===== src/rtl/strap_cfg_defines.svh =====
/*
 * Constants of the reset strap capture block: pin and field positions,
 * register offsets, reset values and timing counts.
 * Assumes inclusion by bare name from the rtl folder.
 */
`ifndef STRAP_CFG_DEFINES_SVH
`define STRAP_CFG_DEFINES_SVH

// ----------------------------------------------------------------------------
// Timing
// ----------------------------------------------------------------------------
`define CLK_PERIOD_NS     40
`define STRAP_SETTLE_NS   200
`define STRAP_SETTLE_CYC  ((`STRAP_SETTLE_NS + `CLK_PERIOD_NS - 1) / `CLK_PERIOD_NS)

// ----------------------------------------------------------------------------
// Pins
// ----------------------------------------------------------------------------
`define MEMIF_ADDR_W      20
`define HOST_DATA_W       32
`define HOST_NARROW_W     16
`define PIN_STRAP_MSB     19
`define PIN_STRAP_LSB     13
`define GP_STRAP_W        3

// Bit positions in the synchronised strap vector
`define SYNC_W            11
`define SY_ENDIAN         0
`define SY_WIDTH          1
`define SY_MEMCLK         2
`define SY_BOOT_LSB       3
`define SY_BOOT_MSB       6
`define SY_GP_LSB         7
`define SY_GP_MSB         9
`define SY_PCI_EN         10

// ----------------------------------------------------------------------------
// Boot source codes
// ----------------------------------------------------------------------------
`define BOOT_CODE_NONE    4'h0
`define BOOT_CODE_HOST    4'h1
`define BOOT_CODE_I2C_M   4'h5
`define BOOT_CODE_I2C_S   4'h6
`define BOOT_CODE_PCI     4'h7

// ----------------------------------------------------------------------------
// Registers
// ----------------------------------------------------------------------------
`define REG_STATUS_OFS    4'h0
`define REG_CONTROL_OFS   4'h4
`define DIV_RATIO_RST     8'h08
`define DIV_RATIO_W       8
`define ST_BOOT_LSB       0
`define ST_BOOT_MSB       3
`define ST_MEMCLK         4
`define ST_WIDTH          5
`define ST_ENDIAN         6
`define ST_GP_LSB         7
`define ST_GP_MSB         9
`define ST_PCI_EN         10
`define ST_NARROW         11
`define ST_VALID          12
`define ST_SRC_LSB        13
`define ST_SRC_MSB        15

`endif


===== src/rtl/strap_cfg_pkg.sv =====
/*
 * Types of the reset strap capture block.
 * Assumes nothing of its surroundings.
 */
`default_nettype none
package strap_cfg_pkg;

	typedef enum logic [2:0] {
		BOOT_NONE       = 3'h0,
		BOOT_HOST_PORT  = 3'h1,
		BOOT_I2C_SLAVE  = 3'h2,
		BOOT_I2C_MASTER = 3'h3,
		BOOT_PCI        = 3'h6,
		BOOT_RESERVED   = 3'h7
	} boot_source_t;

	typedef enum logic [1:0] {
		ST_SETTLE  = 2'b00,
		ST_CAPTURE = 2'b01,
		ST_RUN     = 2'b11
	} capture_state_t;

endpackage

`default_nettype wire


===== src/rtl/strap_sync.sv =====
/*
 * Three-stage input synchroniser; a new level is passed on only once the
 * second and third stages agree.
 * Assumes asynchronous inputs and a clock enable that freezes all stages.
 */
`timescale 1ns/1ps
`default_nettype none

module strap_sync #(
	parameter int W = 1
) (
	input  wire logic         clk_i,
	input  wire logic         sys_rst_i,
	input  wire logic         ce_i,
	input  wire logic [W-1:0] async_i,
	output var  logic [W-1:0] sync_o
);

	logic [W-1:0] meta;
	logic [W-1:0] stage2;
	logic [W-1:0] stage3;
	logic [W-1:0] next_sync;

	assign next_sync = (stage2 == stage3) ? stage3 : sync_o;

	always_ff @(posedge clk_i or posedge sys_rst_i) begin
		if (sys_rst_i) begin
			meta   <= '0;
			stage2 <= '0;
			stage3 <= '0;
			sync_o <= '0;
		end else if (ce_i) begin
			meta   <= async_i;
			stage2 <= meta;
			stage3 <= stage2;
			sync_o <= next_sync;
		end
	end

endmodule

`default_nettype wire


===== src/rtl/reset_strap_config_capture.sv =====
/*
 * Reset-time strap capture: samples configuration levels on the shared
 * memory address pins, holds them, decodes the operating modes and then
 * hands the pins to the memory interface as address outputs.
 * Assumes board pull resistors hold the strap levels while the pins are
 * undriven, and an Avalon-MM master for the two registers.
 */
//
// Overview of operation
// - Sample address pin straps to set modes
// - After capture pins drive memory address, tristatable
// - Boot code decode: none, host, I2C, PCI
// - Memory clock strap: low input, high divided
// - Divided clock default one eighth, software ratio
// - Width strap ignored unless PCI enable low
// - Narrow mode: upper sixteen data lines Hi-Z
// - Wide mode: all thirty-two data lines used
// - Endian strap: low big, high little
`timescale 1ns/1ps
`default_nettype none
`include "strap_cfg_defines.svh"

module reset_strap_config_capture (
	input  wire logic                              clk_i,
	input  wire logic                              sys_rst_i,
	input  wire logic                              ce_i,
	input  wire logic [`MEMIF_ADDR_W-1:0]          address_pin_i,
	output var  logic [`MEMIF_ADDR_W-1:0]          address_pin_o,
	output var  logic [`MEMIF_ADDR_W-1:0]          address_pin_oe_o,
	input  wire logic [`MEMIF_ADDR_W-1:0]          memif_addr_i,
	input  wire logic                              memif_addr_oe_i,
	input  wire logic [`GP_STRAP_W-1:0]            general_config_straps_i,
	input  wire logic                              pci_enable_strap_i,
	input  wire logic [`HOST_DATA_W-1:0]           host_port_data_i,
	input  wire logic                              host_port_data_oe_i,
	output var  logic [`HOST_DATA_W-1:0]           host_port_data_o,
	output var  logic [`HOST_DATA_W-1:0]           host_port_data_oe_o,
	output var  logic [3:0]                        boot_source_select_o,
	output var  strap_cfg_pkg::boot_source_t       boot_source_o,
	output var  logic                              memif_clock_source_select_o,
	output var  logic                              divided_system_clock_o,
	output var  logic                              host_port_narrow_mode_o,
	output var  logic                              host_port_wide_mode_o,
	output var  logic                              byte_order_select_o,
	output var  logic [`GP_STRAP_W-1:0]            general_config_straps_o,
	output var  logic                              config_valid_o,
	input  wire logic [3:0]                        avs_address_i,
	input  wire logic                              avs_read_i,
	input  wire logic                              avs_write_i,
	input  wire logic [31:0]                       avs_writedata_i,
	input  wire logic [3:0]                        avs_byteenable_i,
	output var  logic [31:0]                       avs_readdata_o,
	output var  logic                              avs_waitrequest_o
);
	import strap_cfg_pkg::*;

	// ------------------------------------------------------------------------
	// Decode
	// ------------------------------------------------------------------------
	function automatic boot_source_t decode_boot(input logic [3:0] code);
		case (code)
			`BOOT_CODE_NONE:  decode_boot = BOOT_NONE;
			`BOOT_CODE_HOST:  decode_boot = BOOT_HOST_PORT;
			`BOOT_CODE_I2C_M: decode_boot = BOOT_I2C_MASTER;
			`BOOT_CODE_I2C_S: decode_boot = BOOT_I2C_SLAVE;
			`BOOT_CODE_PCI:   decode_boot = BOOT_PCI;
			default:          decode_boot = BOOT_RESERVED;
		endcase
	endfunction

	localparam logic [3:0] SETTLE_LAST = 4'(`STRAP_SETTLE_CYC - 1);

	capture_state_t            state;
	capture_state_t            next_state;
	logic [3:0]                settle_cnt;
	logic [`SYNC_W-1:0]        strap_raw;
	logic [`SYNC_W-1:0]        strap_sync;
	logic [`DIV_RATIO_W-1:0]   div_ratio;
	logic [`DIV_RATIO_W-1:0]   div_cnt;
	logic [`DIV_RATIO_W-1:0]   div_half;
	logic [`DIV_RATIO_W-1:0]   next_div_cnt;
	logic                      div_wrap;
	logic                      capture_now;
	logic                      narrow_now;
	logic                      bus_req;
	logic                      bus_done;
	logic                      sel_status;
	logic                      sel_control;
	logic [31:0]               status_word;
	logic [31:0]               read_word;
	logic                      pci_enable_held;

	// ------------------------------------------------------------------------
	// Strap sampling
	// ------------------------------------------------------------------------
	assign strap_raw = {pci_enable_strap_i, general_config_straps_i,
		address_pin_i[`PIN_STRAP_MSB:`PIN_STRAP_LSB]};

	strap_sync #(
		.W (`SYNC_W)
	) u_sync (
		.clk_i     (clk_i),
		.sys_rst_i (sys_rst_i),
		.ce_i      (ce_i),
		.async_i   (strap_raw),
		.sync_o    (strap_sync)
	);

	assign capture_now = (state == ST_CAPTURE);
	// Width strap only counts with the host port enabled
	assign narrow_now  = strap_sync[`SY_PCI_EN] | ~strap_sync[`SY_WIDTH];

	always_comb begin
		next_state = state;
		unique case (state)
			ST_SETTLE:  if (settle_cnt == SETTLE_LAST) next_state = ST_CAPTURE;
			ST_CAPTURE: next_state = ST_RUN;
			ST_RUN:     next_state = ST_RUN;
			default:    next_state = ST_SETTLE;
		endcase
	end

	always_ff @(posedge clk_i or posedge sys_rst_i) begin
		if (sys_rst_i) begin
			state      <= ST_SETTLE;
			settle_cnt <= 4'h0;
		end else if (ce_i) begin
			state      <= next_state;
			settle_cnt <= (state == ST_SETTLE) ? settle_cnt + 4'h1 : settle_cnt;
		end
	end

	// Captured once, then frozen until the next reset
	always_ff @(posedge clk_i or posedge sys_rst_i) begin
		if (sys_rst_i) begin
			boot_source_select_o        <= `BOOT_CODE_NONE;
			boot_source_o               <= BOOT_NONE;
			memif_clock_source_select_o <= 1'b0;
			host_port_narrow_mode_o     <= 1'b1;
			host_port_wide_mode_o       <= 1'b0;
			byte_order_select_o         <= 1'b1;
			general_config_straps_o     <= '0;
			config_valid_o              <= 1'b0;
			pci_enable_held             <= 1'b0;
		end else if (ce_i && capture_now) begin
			boot_source_select_o        <= strap_sync[`SY_BOOT_MSB:`SY_BOOT_LSB];
			boot_source_o               <= decode_boot(strap_sync[`SY_BOOT_MSB:`SY_BOOT_LSB]);
			memif_clock_source_select_o <= strap_sync[`SY_MEMCLK];
			host_port_narrow_mode_o     <= narrow_now;
			host_port_wide_mode_o       <= ~narrow_now;
			byte_order_select_o         <= strap_sync[`SY_ENDIAN];
			general_config_straps_o     <= strap_sync[`SY_GP_MSB:`SY_GP_LSB];
			config_valid_o              <= 1'b1;
			pci_enable_held             <= strap_sync[`SY_PCI_EN];
		end
	end

	// ------------------------------------------------------------------------
	// Pin drivers
	// ------------------------------------------------------------------------
	always_ff @(posedge clk_i or posedge sys_rst_i) begin
		if (sys_rst_i) begin
			address_pin_o       <= '0;
			address_pin_oe_o    <= '0;
			host_port_data_o    <= '0;
			host_port_data_oe_o <= '0;
		end else if (ce_i) begin
			address_pin_o       <= memif_addr_i;
			address_pin_oe_o    <= {`MEMIF_ADDR_W{memif_addr_oe_i && state == ST_RUN}};
			host_port_data_o    <= host_port_data_i;
			host_port_data_oe_o <= {{(`HOST_DATA_W-`HOST_NARROW_W){host_port_data_oe_i && host_port_wide_mode_o}},
				{`HOST_NARROW_W{host_port_data_oe_i}}};
		end
	end

	// ------------------------------------------------------------------------
	// Divided system clock
	// ------------------------------------------------------------------------
	assign div_half     = (div_ratio > 8'h01) ? (div_ratio >> 1) : 8'h01;
	assign div_wrap     = (div_cnt >= div_half - 8'h01);
	assign next_div_cnt = div_wrap ? 8'h00 : div_cnt + 8'h01;

	always_ff @(posedge clk_i or posedge sys_rst_i) begin
		if (sys_rst_i) begin
			div_cnt                <= 8'h00;
			divided_system_clock_o <= 1'b0;
		end else if (ce_i) begin
			div_cnt                <= next_div_cnt;
			divided_system_clock_o <= divided_system_clock_o ^ div_wrap;
		end
	end

	// ------------------------------------------------------------------------
	// Register bus
	// ------------------------------------------------------------------------
	assign bus_req     = avs_read_i | avs_write_i;
	assign bus_done    = bus_req & ~avs_waitrequest_o;
	assign sel_status  = (avs_address_i == `REG_STATUS_OFS);
	assign sel_control = (avs_address_i == `REG_CONTROL_OFS);

	always_comb begin
		status_word                            = 32'h0000_0000;
		status_word[`ST_BOOT_MSB:`ST_BOOT_LSB] = boot_source_select_o;
		status_word[`ST_MEMCLK]                = memif_clock_source_select_o;
		status_word[`ST_WIDTH]                 = host_port_wide_mode_o;
		status_word[`ST_ENDIAN]                = byte_order_select_o;
		status_word[`ST_GP_MSB:`ST_GP_LSB]     = general_config_straps_o;
		status_word[`ST_PCI_EN]                = pci_enable_held;
		status_word[`ST_NARROW]                = host_port_narrow_mode_o;
		status_word[`ST_VALID]                 = config_valid_o;
		status_word[`ST_SRC_MSB:`ST_SRC_LSB]   = boot_source_o;
	end

	assign read_word = sel_status  ? status_word :
	                   sel_control ? {24'h00_0000, div_ratio} : 32'h0000_0000;

	// One wait cycle per access; a write lands at the edge after waitrequest is released
	always_ff @(posedge clk_i or posedge sys_rst_i) begin
		if (sys_rst_i) begin
			avs_waitrequest_o <= 1'b1;
			avs_readdata_o    <= 32'h0000_0000;
			div_ratio         <= `DIV_RATIO_RST;
		end else if (ce_i) begin
			avs_waitrequest_o <= ~(bus_req & avs_waitrequest_o);
			if (bus_req && avs_waitrequest_o)
				avs_readdata_o <= read_word;
			if (bus_done && avs_write_i && sel_control && avs_byteenable_i[0])
				div_ratio <= avs_writedata_i[`DIV_RATIO_W-1:0];
		end
	end
endmodule

`default_nettype wire


===== config.mk =====
export PLATFORM = sky130hd
export DESIGN_NAME = reset_strap_config_capture
export DESIGN_NICKNAME = d
export VERILOG_FILES = /design/src/rtl/strap_cfg_pkg.sv /design/src/rtl/strap_sync.sv /design/src/rtl/reset_strap_config_capture.sv
export VERILOG_INCLUDE_DIRS = /design/src /design/src/rtl
export SDC_FILE = /design/constraint.sdc
export NUM_CORES = 1
export LEC_CHECK = 0
export BUFFER_PORTS_ARGS = -buffer_cell sky130_fd_sc_hd__buf_4
export CAP_MARGIN = 20
export CORE_MARGIN = 2
export CORE_UTILIZATION = 44
export DETAILED_ROUTE_END_ITERATION = 8
export PLACE_DENSITY = 0.76
export RECOVER_POWER = 25
export SETUP_SLACK_MARGIN = 0.15
export SKIP_CTS_REPAIR_TIMING = 1
export SLEW_MARGIN = 25
export SYNTH_ARGS = -nofsm -noshare
export SYNTH_HDL_FRONTEND = slang
export SYNTH_HIERARCHICAL = 1
export SYNTH_SLANG_ARGS = --single-unit

===== constraint.sdc =====
create_clock -name clk_i -period 2.8 [get_ports clk_i]
set_input_delay 0.14 -clock clk_i [delete_from_list [all_inputs] [get_ports clk_i]]
set_output_delay 0.14 -clock clk_i [all_outputs]
set_load 0.03 [all_outputs]

==> results of run 1 <==
==> tightest hold or removal path, delay by kind of cell <==
kind            cells  cell delay (ns)
compound gates      1             0.08
simple gates        1             0.08
buf+inv             1             0.08
==> synthesized netlist by cell type (2+ instances only) <==
cell and n:
or4_1 2, nand2b_1 3, clkbuf_1 7, o21a_1 3, a21oi_1 7, mux2_2 117
nand4_1 8, a21o_1 3, o21ai_0 17, buf_4 67, a22o_1 8, nor2_1 12
nor3_1 8, inv_1 12, buf_2 7, ha_1 12, nor3b_1 2, nand2_1 21
dfstp_2 4, xor2_1 5, mux2i_1 8, dfrtp_1 151, xnor2_1 17, conb_1 2
==> metrics by stage <==
stage / setup WS (ns) / hold WS, ns
6_report: 0.211 / -0.00638
2_1_floorplan: 0.296 / 0.287
3_5_place_dp: 0.118 / 0.362
4_1_cts: 0.0877 / -0.0899
5_1_grt: 0.0519 / 0.0129
3_3_place_gp: 0.138 / 0.333
==> logic make-up (layout without fill, tap and decap cells) <==
family,after synthesis,after routing
other,2,17
AOI/OAI and AO/OA,45,45
buffers and inverters,94,348
xor gates and xnor gates,22,22
DFF,155,155
muxes,125,125
adders and majority gates,12,12
and+or+nand+nor,69,69
==> metal layers <==
metal / part of all wire (%) / GRT usage [%]
met2: 53 / 33.5
met5: 0 / 0
met4: 1.6 / 7.40
met1: 40 / 22.5
met3: 5.2 / 4.51
==> layout by cell type, fill, tap and decap left out, types with 2 or more instances in the layout <==
master / instances
a21o_1: 3
dfstp_2: 4
o21ai_0: 17
buf_4: 226
a21oi_1: 6
nand4_1: 8
nor2_1: 12
o21a_1: 3
xnor2_1: 17
inv_1: 10
nand2_2: 2
clkinvlp_4: 5
xor2_1: 5
nand2_1: 20
mux2_2: 117
ha_1: 11
nand2b_1: 3
clkbuf_8: 8
clkbuf_16: 17
clkbuf_1: 4
mux2i_1: 8
nor3_2: 2
nor3b_1: 2
a22o_1: 8
nor3_1: 6
dfrtp_1: 151
dlygate4sd3_1: 75
clkbuf_2: 2
conb_1: 17
or4_1: 2
==> flip-flops by register name, summed over array words and instances, names as in the netlist, 2 cells and up <==
name and cells:
address_pin_o 20, avs_readdata_o 16, boot_source_o 3, boot_source_select_o 4, div_cnt 8, div_ratio 8, general_config_straps_o 3, host_port_data_o 32
host_port_data_oe_o 2, settle_cnt 4, state 2, u_sync/meta 11, u_sync/stage2 11, u_sync/stage3 11, u_sync/sync_o 11
==> cell type report <==
type / count / area share [%]
clock buffers: 26 / 5.52
clock inverters: 4 / 0.307
inverters: 12 / 0.499
multi-input cells: 290 / 26.0
flip-flops and latches: 155 / 39.7
well taps: 211 / 2.70
repair buffers: 306 / 25.2
==> worst paths after layout <==
kind	endpoint	slack [ns]	cells past startpoint
setup reg to reg	div_cnt[4]	0.21	11
max in group asynchronous	host_port_data_o[30]	1.46	4
min in group asynchronous	u_sync/stage2[10]	0.40	3
setup / recovery	div_cnt[4]	0.21	11
hold / removal	address_pin_oe_o[0]	-0.006	3
hold reg to reg	settle_cnt[3]	0.48	1
==> power by group through the flow <==
stage                     combinational [W]  sequential [W]  clock [W]
after global placement              0.00181         0.00283          0
after detailed placement            0.00186         0.00286          0
after floorplan                     0.00119         0.00301          0
after global routing                0.00214         0.00287    0.00233
final                               0.00199         0.00282    0.00218
after CTS                           0.00188         0.00282    0.00222
==> run metrics, run 1 <==
Post-Synth XOR/XNOR Area=2.77%; endpoints failing setup=0; FF/Latch Area=3880 um2; VDD IR max=0.397 mV; Leak=4.67 nW; Final #Nets=917; Int Pwr=0.00474 W; Area after DPL=8430 um2; drt total wl=16.9 mm; fin. max-slew vios=0; Yosys top cell by area=dfrtp_1; hold wc startpoint=memif_addr_oe_i; Ys Warns=6; post-route cell area=9780 um2; Placed Cells=897; post-synthesis mux area share=20.1%; critical path endpoint category=flop; Worst path slowest cell=dfrtp_1; layout cells sized above 1=49.3%; Post-Synth Simple-Gate Area=5.32%; Compound-Gate Fraction of Synth Area=4.90%; main combinational cell family by area after synthesis=multiplexers; Net Sw Frac=32.2%; RSZ-0062 raised after global routing=false; DP HPWL=11.7 mm; Flop pwr share=40.4%; Comb pwr share=28.4%; FP Rows=45; post-route minimum period=2.59 ns; unique cell type count in the Yosys netlist=45; clk buf depth=2; top cell type's share of synthesized area=54.3%; largest net degree at the start of global routing=68; DR DRC count=0; vias=4,786; TritonCTS clock tree=yes; synthesized area=6960 um2; Top Ports=276; worst r2r src=div_ratio[6]; routability congestion estimate=0.793; Util after Layout=63.8%; CP Buf/Inv Count=1; failing checks=hold timing; first-pass GRT wire length=24.2 mm; wire per inst=16.9 um; post-synthesis sequential area ratio=55.8%; Die ar.=16,900 um2; measured slew at the worst slew-check pin=1.06 ns; Multi-input gate area=2540 um2; Syn-to-layout area delta=40.4%; final setup TNS=0 ns; Core Box Area=15,300 um2; required time worst endpoint=3.11 ns; port bufs=219; die width=130 um; clock root buffer=clkbuf_16; clk sink count=155; ordered cell list for the critical path=nor3_2 -> a21oi_2 -> ha_2 -> xnor2_1 -> ha_1 -> o21a_1 -> nor2_1 -> o41ai_4 -> buf_4 -> o21ai_0 -> a21o_1; clock slew at reported path FFs=0.06 ns; Die Ht=130 um; Post-synth EDFFs=0; post-route clock period utilization=92.5%; Tot GR Track Use=19.0%; Max-Cap Viols=0; Pre-antenna DRT Iters=4; CP delay by family, top=compound AO/OA/AOI/OAI gates; vias per cell=4.77; Switch Pwr=0.00225 W; n_diodes=0; vias in the first global route=4,651; overall power=0.00698 W; crit-path max cell delay=0.45 ns; adder-cell share of the synthesized area=2.16%; WS Path Type=reg2reg; Non-Filler Instances=1,004; Synth Flop Type=dfrtp_1; power per cell area=714 nW/um2; Critical Path Start=div_ratio[6]; CP Launch Type=flop; Rel. slew slack=29.2%; CP Max Fanout=8; H-tree Lvls=4; Clock Latency Late Sink=0.42 ns; global route overflow=0; status=finished with violations; Clk network pwr share=31.2%; drt initial violations=155; Post-synth ARST share=100%; Syn Inst Count=524; CP arrival=2.90 ns; initial antenna violation count=0; syn_area_per_cell=13.3 um2; Hold WC Path Type=in2reg; Initial Util=45.5%; FMAX=0.386 GHz; Final ANT Viol Nets=0; synthesis-stage register bit count=155; total clock buffers created by CTS=17; hold slack=-0.00638 ns; synth top area cells=dfrtp_1 54%, mux2_2 19%, buf_4 7.2%, ha_1 2.2%, xnor2_1 2.1%; Fillers=1,162; clock skew=0.00658 ns; Final Hold Vio Count=1
No activity file was read; power rests on OpenSTA's default activity.
==> run 2: changes to the inputs <==
Settings changed: CORE_MARGIN 2 to 4.
==> run metrics, run 2 (synthesis results as in run 1) <==
total clock buffers created by CTS=17 (unchanged); Register-to-Register Path Depth=11 (unchanged); routability congestion estimate=0.814 (+2.6%); clock slew at reported path FFs=0.06 ns (about the same); global route overflow=0 (unchanged); most frequent cells in the layout=225 x buf_4, 151 x dfrtp_1, 115 x mux2_2, 73 x dlygate4sd3_1, 20 x nand2_1; FP Rows=45 (unchanged); pre-CTS WS=0.0741 ns (-0.0439 ns); Util after Layout=63.3% (-0.53 points); vias in the first global route=4,817 (+3.6%); post-route minimum period=2.60 ns (+0.0117 ns); clock skew=0.00676 ns (+0.000185 ns); required time worst endpoint=3.11 ns (about the same); initial antenna violation count=0 (unchanged); DR DRC count=0 (unchanged); CP Launch Type=flop; WS Path Type=reg2reg; Max-Cap Viols=1 (+1); first-pass GRT wire length=25.2 mm (+3.9%); n_diodes=0 (unchanged); clk buf depth=2 (unchanged); Initial Util=45.3% (-0.17 points); status=finished with violations; most common cell after layout, fill and taps aside=buf_4; largest net degree at the start of global routing=68 (unchanged); Final #Nets=914 (-0.33%); clock root buffer=clkbuf_16; Pre-antenna DRT Iters=4 (unchanged); final setup TNS=0 ns (unchanged); Top Registers=host_port_data_o: 32 flops, address_pin_o: 20 flops, avs_readdata_o: 16 flops; vias=4,833 (+0.98%); H-tree Lvls=4 (unchanged); post-route clock period utilization=92.9% (+0.42 points); fin. max-slew vios=68 (+68); RSZ-0062 raised after global routing=true; VDD IR max=0.437 mV (+10%); Top Ports=276 (unchanged); endpoints failing setup=0 (unchanged); hold slack=0.0183 ns (+0.0247 ns); FMAX=0.384 GHz (-0.45%); vias per cell=4.82 (+1.2%); power per cell area=706 nW/um2 (-1.1%); CP Max Fanout=8 (unchanged); TritonCTS clock tree=yes; drt initial violations=176 (+14%); port bufs=219 (unchanged); failing checks=capacitance limit, slew limit; Hold WC Path Type=in2reg; Placed Cells=895 (-0.22%); Syn-to-layout area delta=39.7%; Leak=4.66 nW (-0.34%); Core Box Area=15,400 um2 (+0.37%); die width=134 um (+3.1%); critical path endpoint category=flop; Final ANT Viol Nets=0 (unchanged); clk sink count=155 (unchanged); Die ar.=17,900 um2 (+6.3%); measured slew at the worst slew-check pin=1.61 ns (+0.547 ns); max reg flops=32 (unchanged); Non-Filler Instances=1,002 (-0.20%); Clock Latency Late Sink=0.42 ns (about the same); Rel. slew slack=-7.28% (-36 points); Die Ht=134 um (+3.1%); DP HPWL=11.7 mm (+0.39%); largest reg by FF count=host_port_data_o; wire per inst=16.9 um (+0.55%); Final Worst Setup Slack=0.199 ns (-0.0117 ns); CP arrival=2.91 ns (about the same); Final Hold Vio Count=0 (-1); layout cells sized above 1=49.6% (+0.25 points); Tot GR Track Use=17.8% (-1.2 points); drt total wl=17.0 mm (+0.35%); hold depth=3 (unchanged)
[run 2: changes by cell type in the layout (fill, tap and decap cells not counted), sizes merged]
cell	previous run	this run
clkinv	1	6
dlygate4sd3	75	73
inv	10	11
clkbuf	31	25
[run 2: stage by stage]
stage / cell area (um2) / power (W)
floorplan: 7020 / 0.00420
global placement: 8430 / 0.00464
detailed placement: 8430 / 0.00472
CTS: 8960 / 0.00680
global route: 9730 / 0.00722
finish: 9730 / 0.00688
[run 2: path summary, 6_finish.rpt]
path / start / endpoint / slack [ns]
worst max-delay path: div_ratio[3] / div_cnt[4] / 0.20
worst min-delay path: memif_addr_oe_i / address_pin_oe_o[0] / 0.02
worst max register to register: div_ratio[3] / div_cnt[4] / 0.20
worst min register to register: settle_cnt[3] / settle_cnt[3] / 0.49
max in group asynchronous: sys_rst_i / settle_cnt[3] / 0.95
min in group asynchronous: sys_rst_i / address_pin_o[11] / 0.47
[run 2: layer usage]
layer	wire [um]	track usage, %
met5	0	0
met1	6660	20.9
met3	943	4.80
met2	8910	31.0
met4	463	7.14
[run 2: critical path: stages, from the launching register on]
cell and delay (ns):
dfstp_2 0.55, nor3_4 0.05, a21oi_2 0.20, ha_2 0.24, nand3b_1 0.11, xor2_1 0.16
ha_1 0.29, nand2_2 0.07, o41ai_4 0.35, buf_6 0.18, o21ai_0 0.09, a21o_1 0.20
[run 2: final cells by class]
cell class	count	area, um2
Timing Repair Buffer	303	2450
Clock inverter	10	71.3
Multi-Input combinational cell	290	2550
Tap cell	211	264
Inverter	12	48.8
Sequential cell	155	3880
Fill cell	1154	5640
Clock buffer	21	460
[run 2: where the power goes]
group	switching [W]	internal, W
sequential	0.000292	0.00253
combinational	0.00110	0.000911
clock	0.000872	0.00117
==> run 3: changes to the inputs <==
--- a/config.mk
+++ b/config.mk
@@ -13,2 +13,3 @@
 export DETAILED_ROUTE_END_ITERATION = 8
+export GPL_ROUTABILITY_DRIVEN = 0
 export PLACE_DENSITY = 0.76
==> constraint.sdc (replaced) <==
create_clock -name clk_i -period 2.8 [get_ports clk_i]
set_input_delay 0.56 -clock clk_i [delete_from_list [all_inputs] [get_ports clk_i]]
set_output_delay 0.56 -clock clk_i [all_outputs]
set_load 0.03 [all_outputs]
==> run metrics, run 3 (synthesis results as in run 1) <==
status=finished with violations; failing checks=capacitance limit, slew limit; clk sink count=155 (unchanged); initial antenna violation count=0 (unchanged); final setup TNS=0 ns (unchanged); Register-to-Register Path Depth=11 (unchanged); largest net degree at the start of global routing=58 (-15%); CP Buf/Inv Count=1 (unchanged); Clock Latency Late Sink=0.42 ns (about the same); Initial Util=45.3% (unchanged); clock root buffer=clkbuf_16; Leak=4.40 nW (-5.5%); Final #Nets=842 (-7.9%); most common cell after layout, fill and taps aside=buf_4; DR DRC count=0 (unchanged); ordered cell list for the critical path=nor3_4 -> a21oi_2 -> ha_2 -> nand2_1 -> xor2_1 -> ha_1 -> nand2_1 -> o41ai_4 -> buf_4 -> nor2_1 -> mux2_4; CP Launch Type=flop; FP Rows=45 (unchanged); Pre-antenna DRT Iters=4 (unchanged); first-pass GRT wire length=25.3 mm (+0.68%); Critical R2R Capture=div_cnt[0]; fin. max-slew vios=38 (-44%); total clock buffers created by CTS=17 (unchanged); Tot GR Track Use=17.9% (+0.16 points); Max-Cap Viols=1 (unchanged); Die Ht=134 um (unchanged); Worst R2R Setup Slack=0.22 ns (+0.02 ns); H-tree Lvls=4 (unchanged); port bufs=219 (unchanged); VDD IR max=0.431 mV (-1.3%); Top Ports=276 (unchanged); post-route clock period utilization=92.0% (-0.88 points); drt initial violations=162 (-8.0%); CP arrival=2.88 ns (-0.03 ns); critical path depth=11 (unchanged); global routing usage on met2=31.9% (+0.95 points); Top Usage Layer GRT=met2; critical path endpoint category=flop; FF/Latch Area=3880 um2 (unchanged); WS Path Type=reg2reg; clk buf depth=2 (unchanged); required time worst endpoint=3.10 ns (about the same); largest reg by FF count=host_port_data_o; clock slew at reported path FFs=0.06 ns (about the same); max reg flops=32 (unchanged); clock skew=0.00642 ns (-0.000342 ns); worst r2r src=div_ratio[3]; die width=134 um (unchanged); CP Max Fanout=7 (-1); Multi-input gate area=2540 um2 (-0.39%); Core Box Area=15,400 um2 (unchanged); Critical Path End=div_cnt[0]; met3 usage=4.84% (+0.038 points); DP HPWL=12.1 mm (+2.7%); global route overflow=0 (unchanged); Most Frequent Cell on Critical Path=nand2_1; Final ANT Viol Nets=0 (unchanged); endpoints failing setup=0 (unchanged); Final Hold Vio Count=0 (unchanged); wire per inst=17.1 um (+0.96%); Top Registers=host_port_data_o: 32 flops, address_pin_o: 20 flops, avs_readdata_o: 16 flops; crit-path max cell delay=0.55 ns (about the same); met1 Use GR=20.7% (-0.22 points); measured slew at the worst slew-check pin=1.74 ns (+0.134 ns); Critical Path Start=div_ratio[3]; Hold WC Path Type=in2reg; drt total wl=15.9 mm (-6.2%); vias=4,533 (-6.2%); Fillers=1,256 (+8.8%); RSZ-0062 raised after global routing=true; Rel. slew slack=-16.9% (-9.6 points); most frequent cells in the layout=226 x buf_4, 151 x dfrtp_1, 116 x mux2_2, 20 x nand2_1; Syn-to-layout area delta=30.4%; vias in the first global route=4,746 (-1.5%); layout cells sized above 1=54.3% (+4.7 points); Worst path slowest cell=dfstp_2; hold slack=0.371 ns (+0.353 ns); CP delay by family, top=flip-flops; vias per cell=4.87 (+0.95%); n_diodes=0 (unchanged); Die ar.=17,900 um2 (unchanged); power per cell area=778 nW/um2 (+10%); post-route minimum period=2.58 ns (-0.0245 ns); FMAX=0.388 GHz (+0.95%); TritonCTS clock tree=yes
[run 3: power by group]
group	internal (W)	switching [W]
Combinational	0.000832	0.00107
Clock	0.00149	0.000855
Sequential	0.00253	0.000288
Total	0.00486	0.00221
[run 3: layer usage]
metal | wire (um) | vias up | part of all wire [%]
met5 | 0 | - | 0
met4 | 403 | 0 | 2.5
met3 | 1020 | 27 | 6.4
met2 | 8390 | 153 | 53
met1 | 6120 | 2254 | 38
li1 | - | 2099 | -
[run 3: worst min path at each step]
stage	start	end	slack (ns)	cells past startpoint
after global placement	settle_cnt[3]	settle_cnt[3]	0.46	1
final	general_config_straps_i[1]	u_sync/meta[8]	0.37	2
after CTS	sys_rst_i	u_sync/stage2[8]	0.31	3
after floorplan	settle_cnt[3]	settle_cnt[3]	0.45	1
after global routing	general_config_straps_i[1]	u_sync/meta[8]	0.35	2
after detailed placement	settle_cnt[3]	settle_cnt[3]	0.47	1
[run 3: area by class of cell]
| class | count | area share [%] |
|---|---|---|
| Clock inverter | 7 | 1.27 |
| Clock buffer | 25 | 5.45 |
| Timing Repair Buffer | 231 | 19.1 |
| Multi-Input combinational cell | 290 | 28.0 |
| Sequential cell | 155 | 42.8 |
| Tap cell | 211 | 2.91 |
| Inverter | 12 | 0.510 |
[run 3: worst register-to-register path: cells and delay by family (launching register included)]
family                   cells  cell delay (ns)
flip-flops                   1             0.55
AO/OA/AOI/OAI                2             0.53
adder cells (fa/ha/maj)      2             0.50
AND/OR/NAND/NOR              4             0.27
multiplexers                 1             0.26
buffers and inverters        1             0.21
XOR/XNOR                     1             0.16
[run 3: through the flow]
stage | instance area, um2 | instances | util (%) | setup slack (ns) | total power [W]
final | 9080 | 931 | 59.1 | 0.223 | 0.00707
after global routing | 9080 | 931 | 59.1 | 0.144 | 0.00740
after CTS | 9070 | 929 | 59.0 | 0.0202 | 0.00710
after detailed placement | 8460 | 897 | 55.0 | 0.0494 | 0.00473
after global placement | 8460 | 897 | 55.0 | 0.131 | 0.00464
after floorplan | 7020 | 539 | - | 0.296 | 0.00420
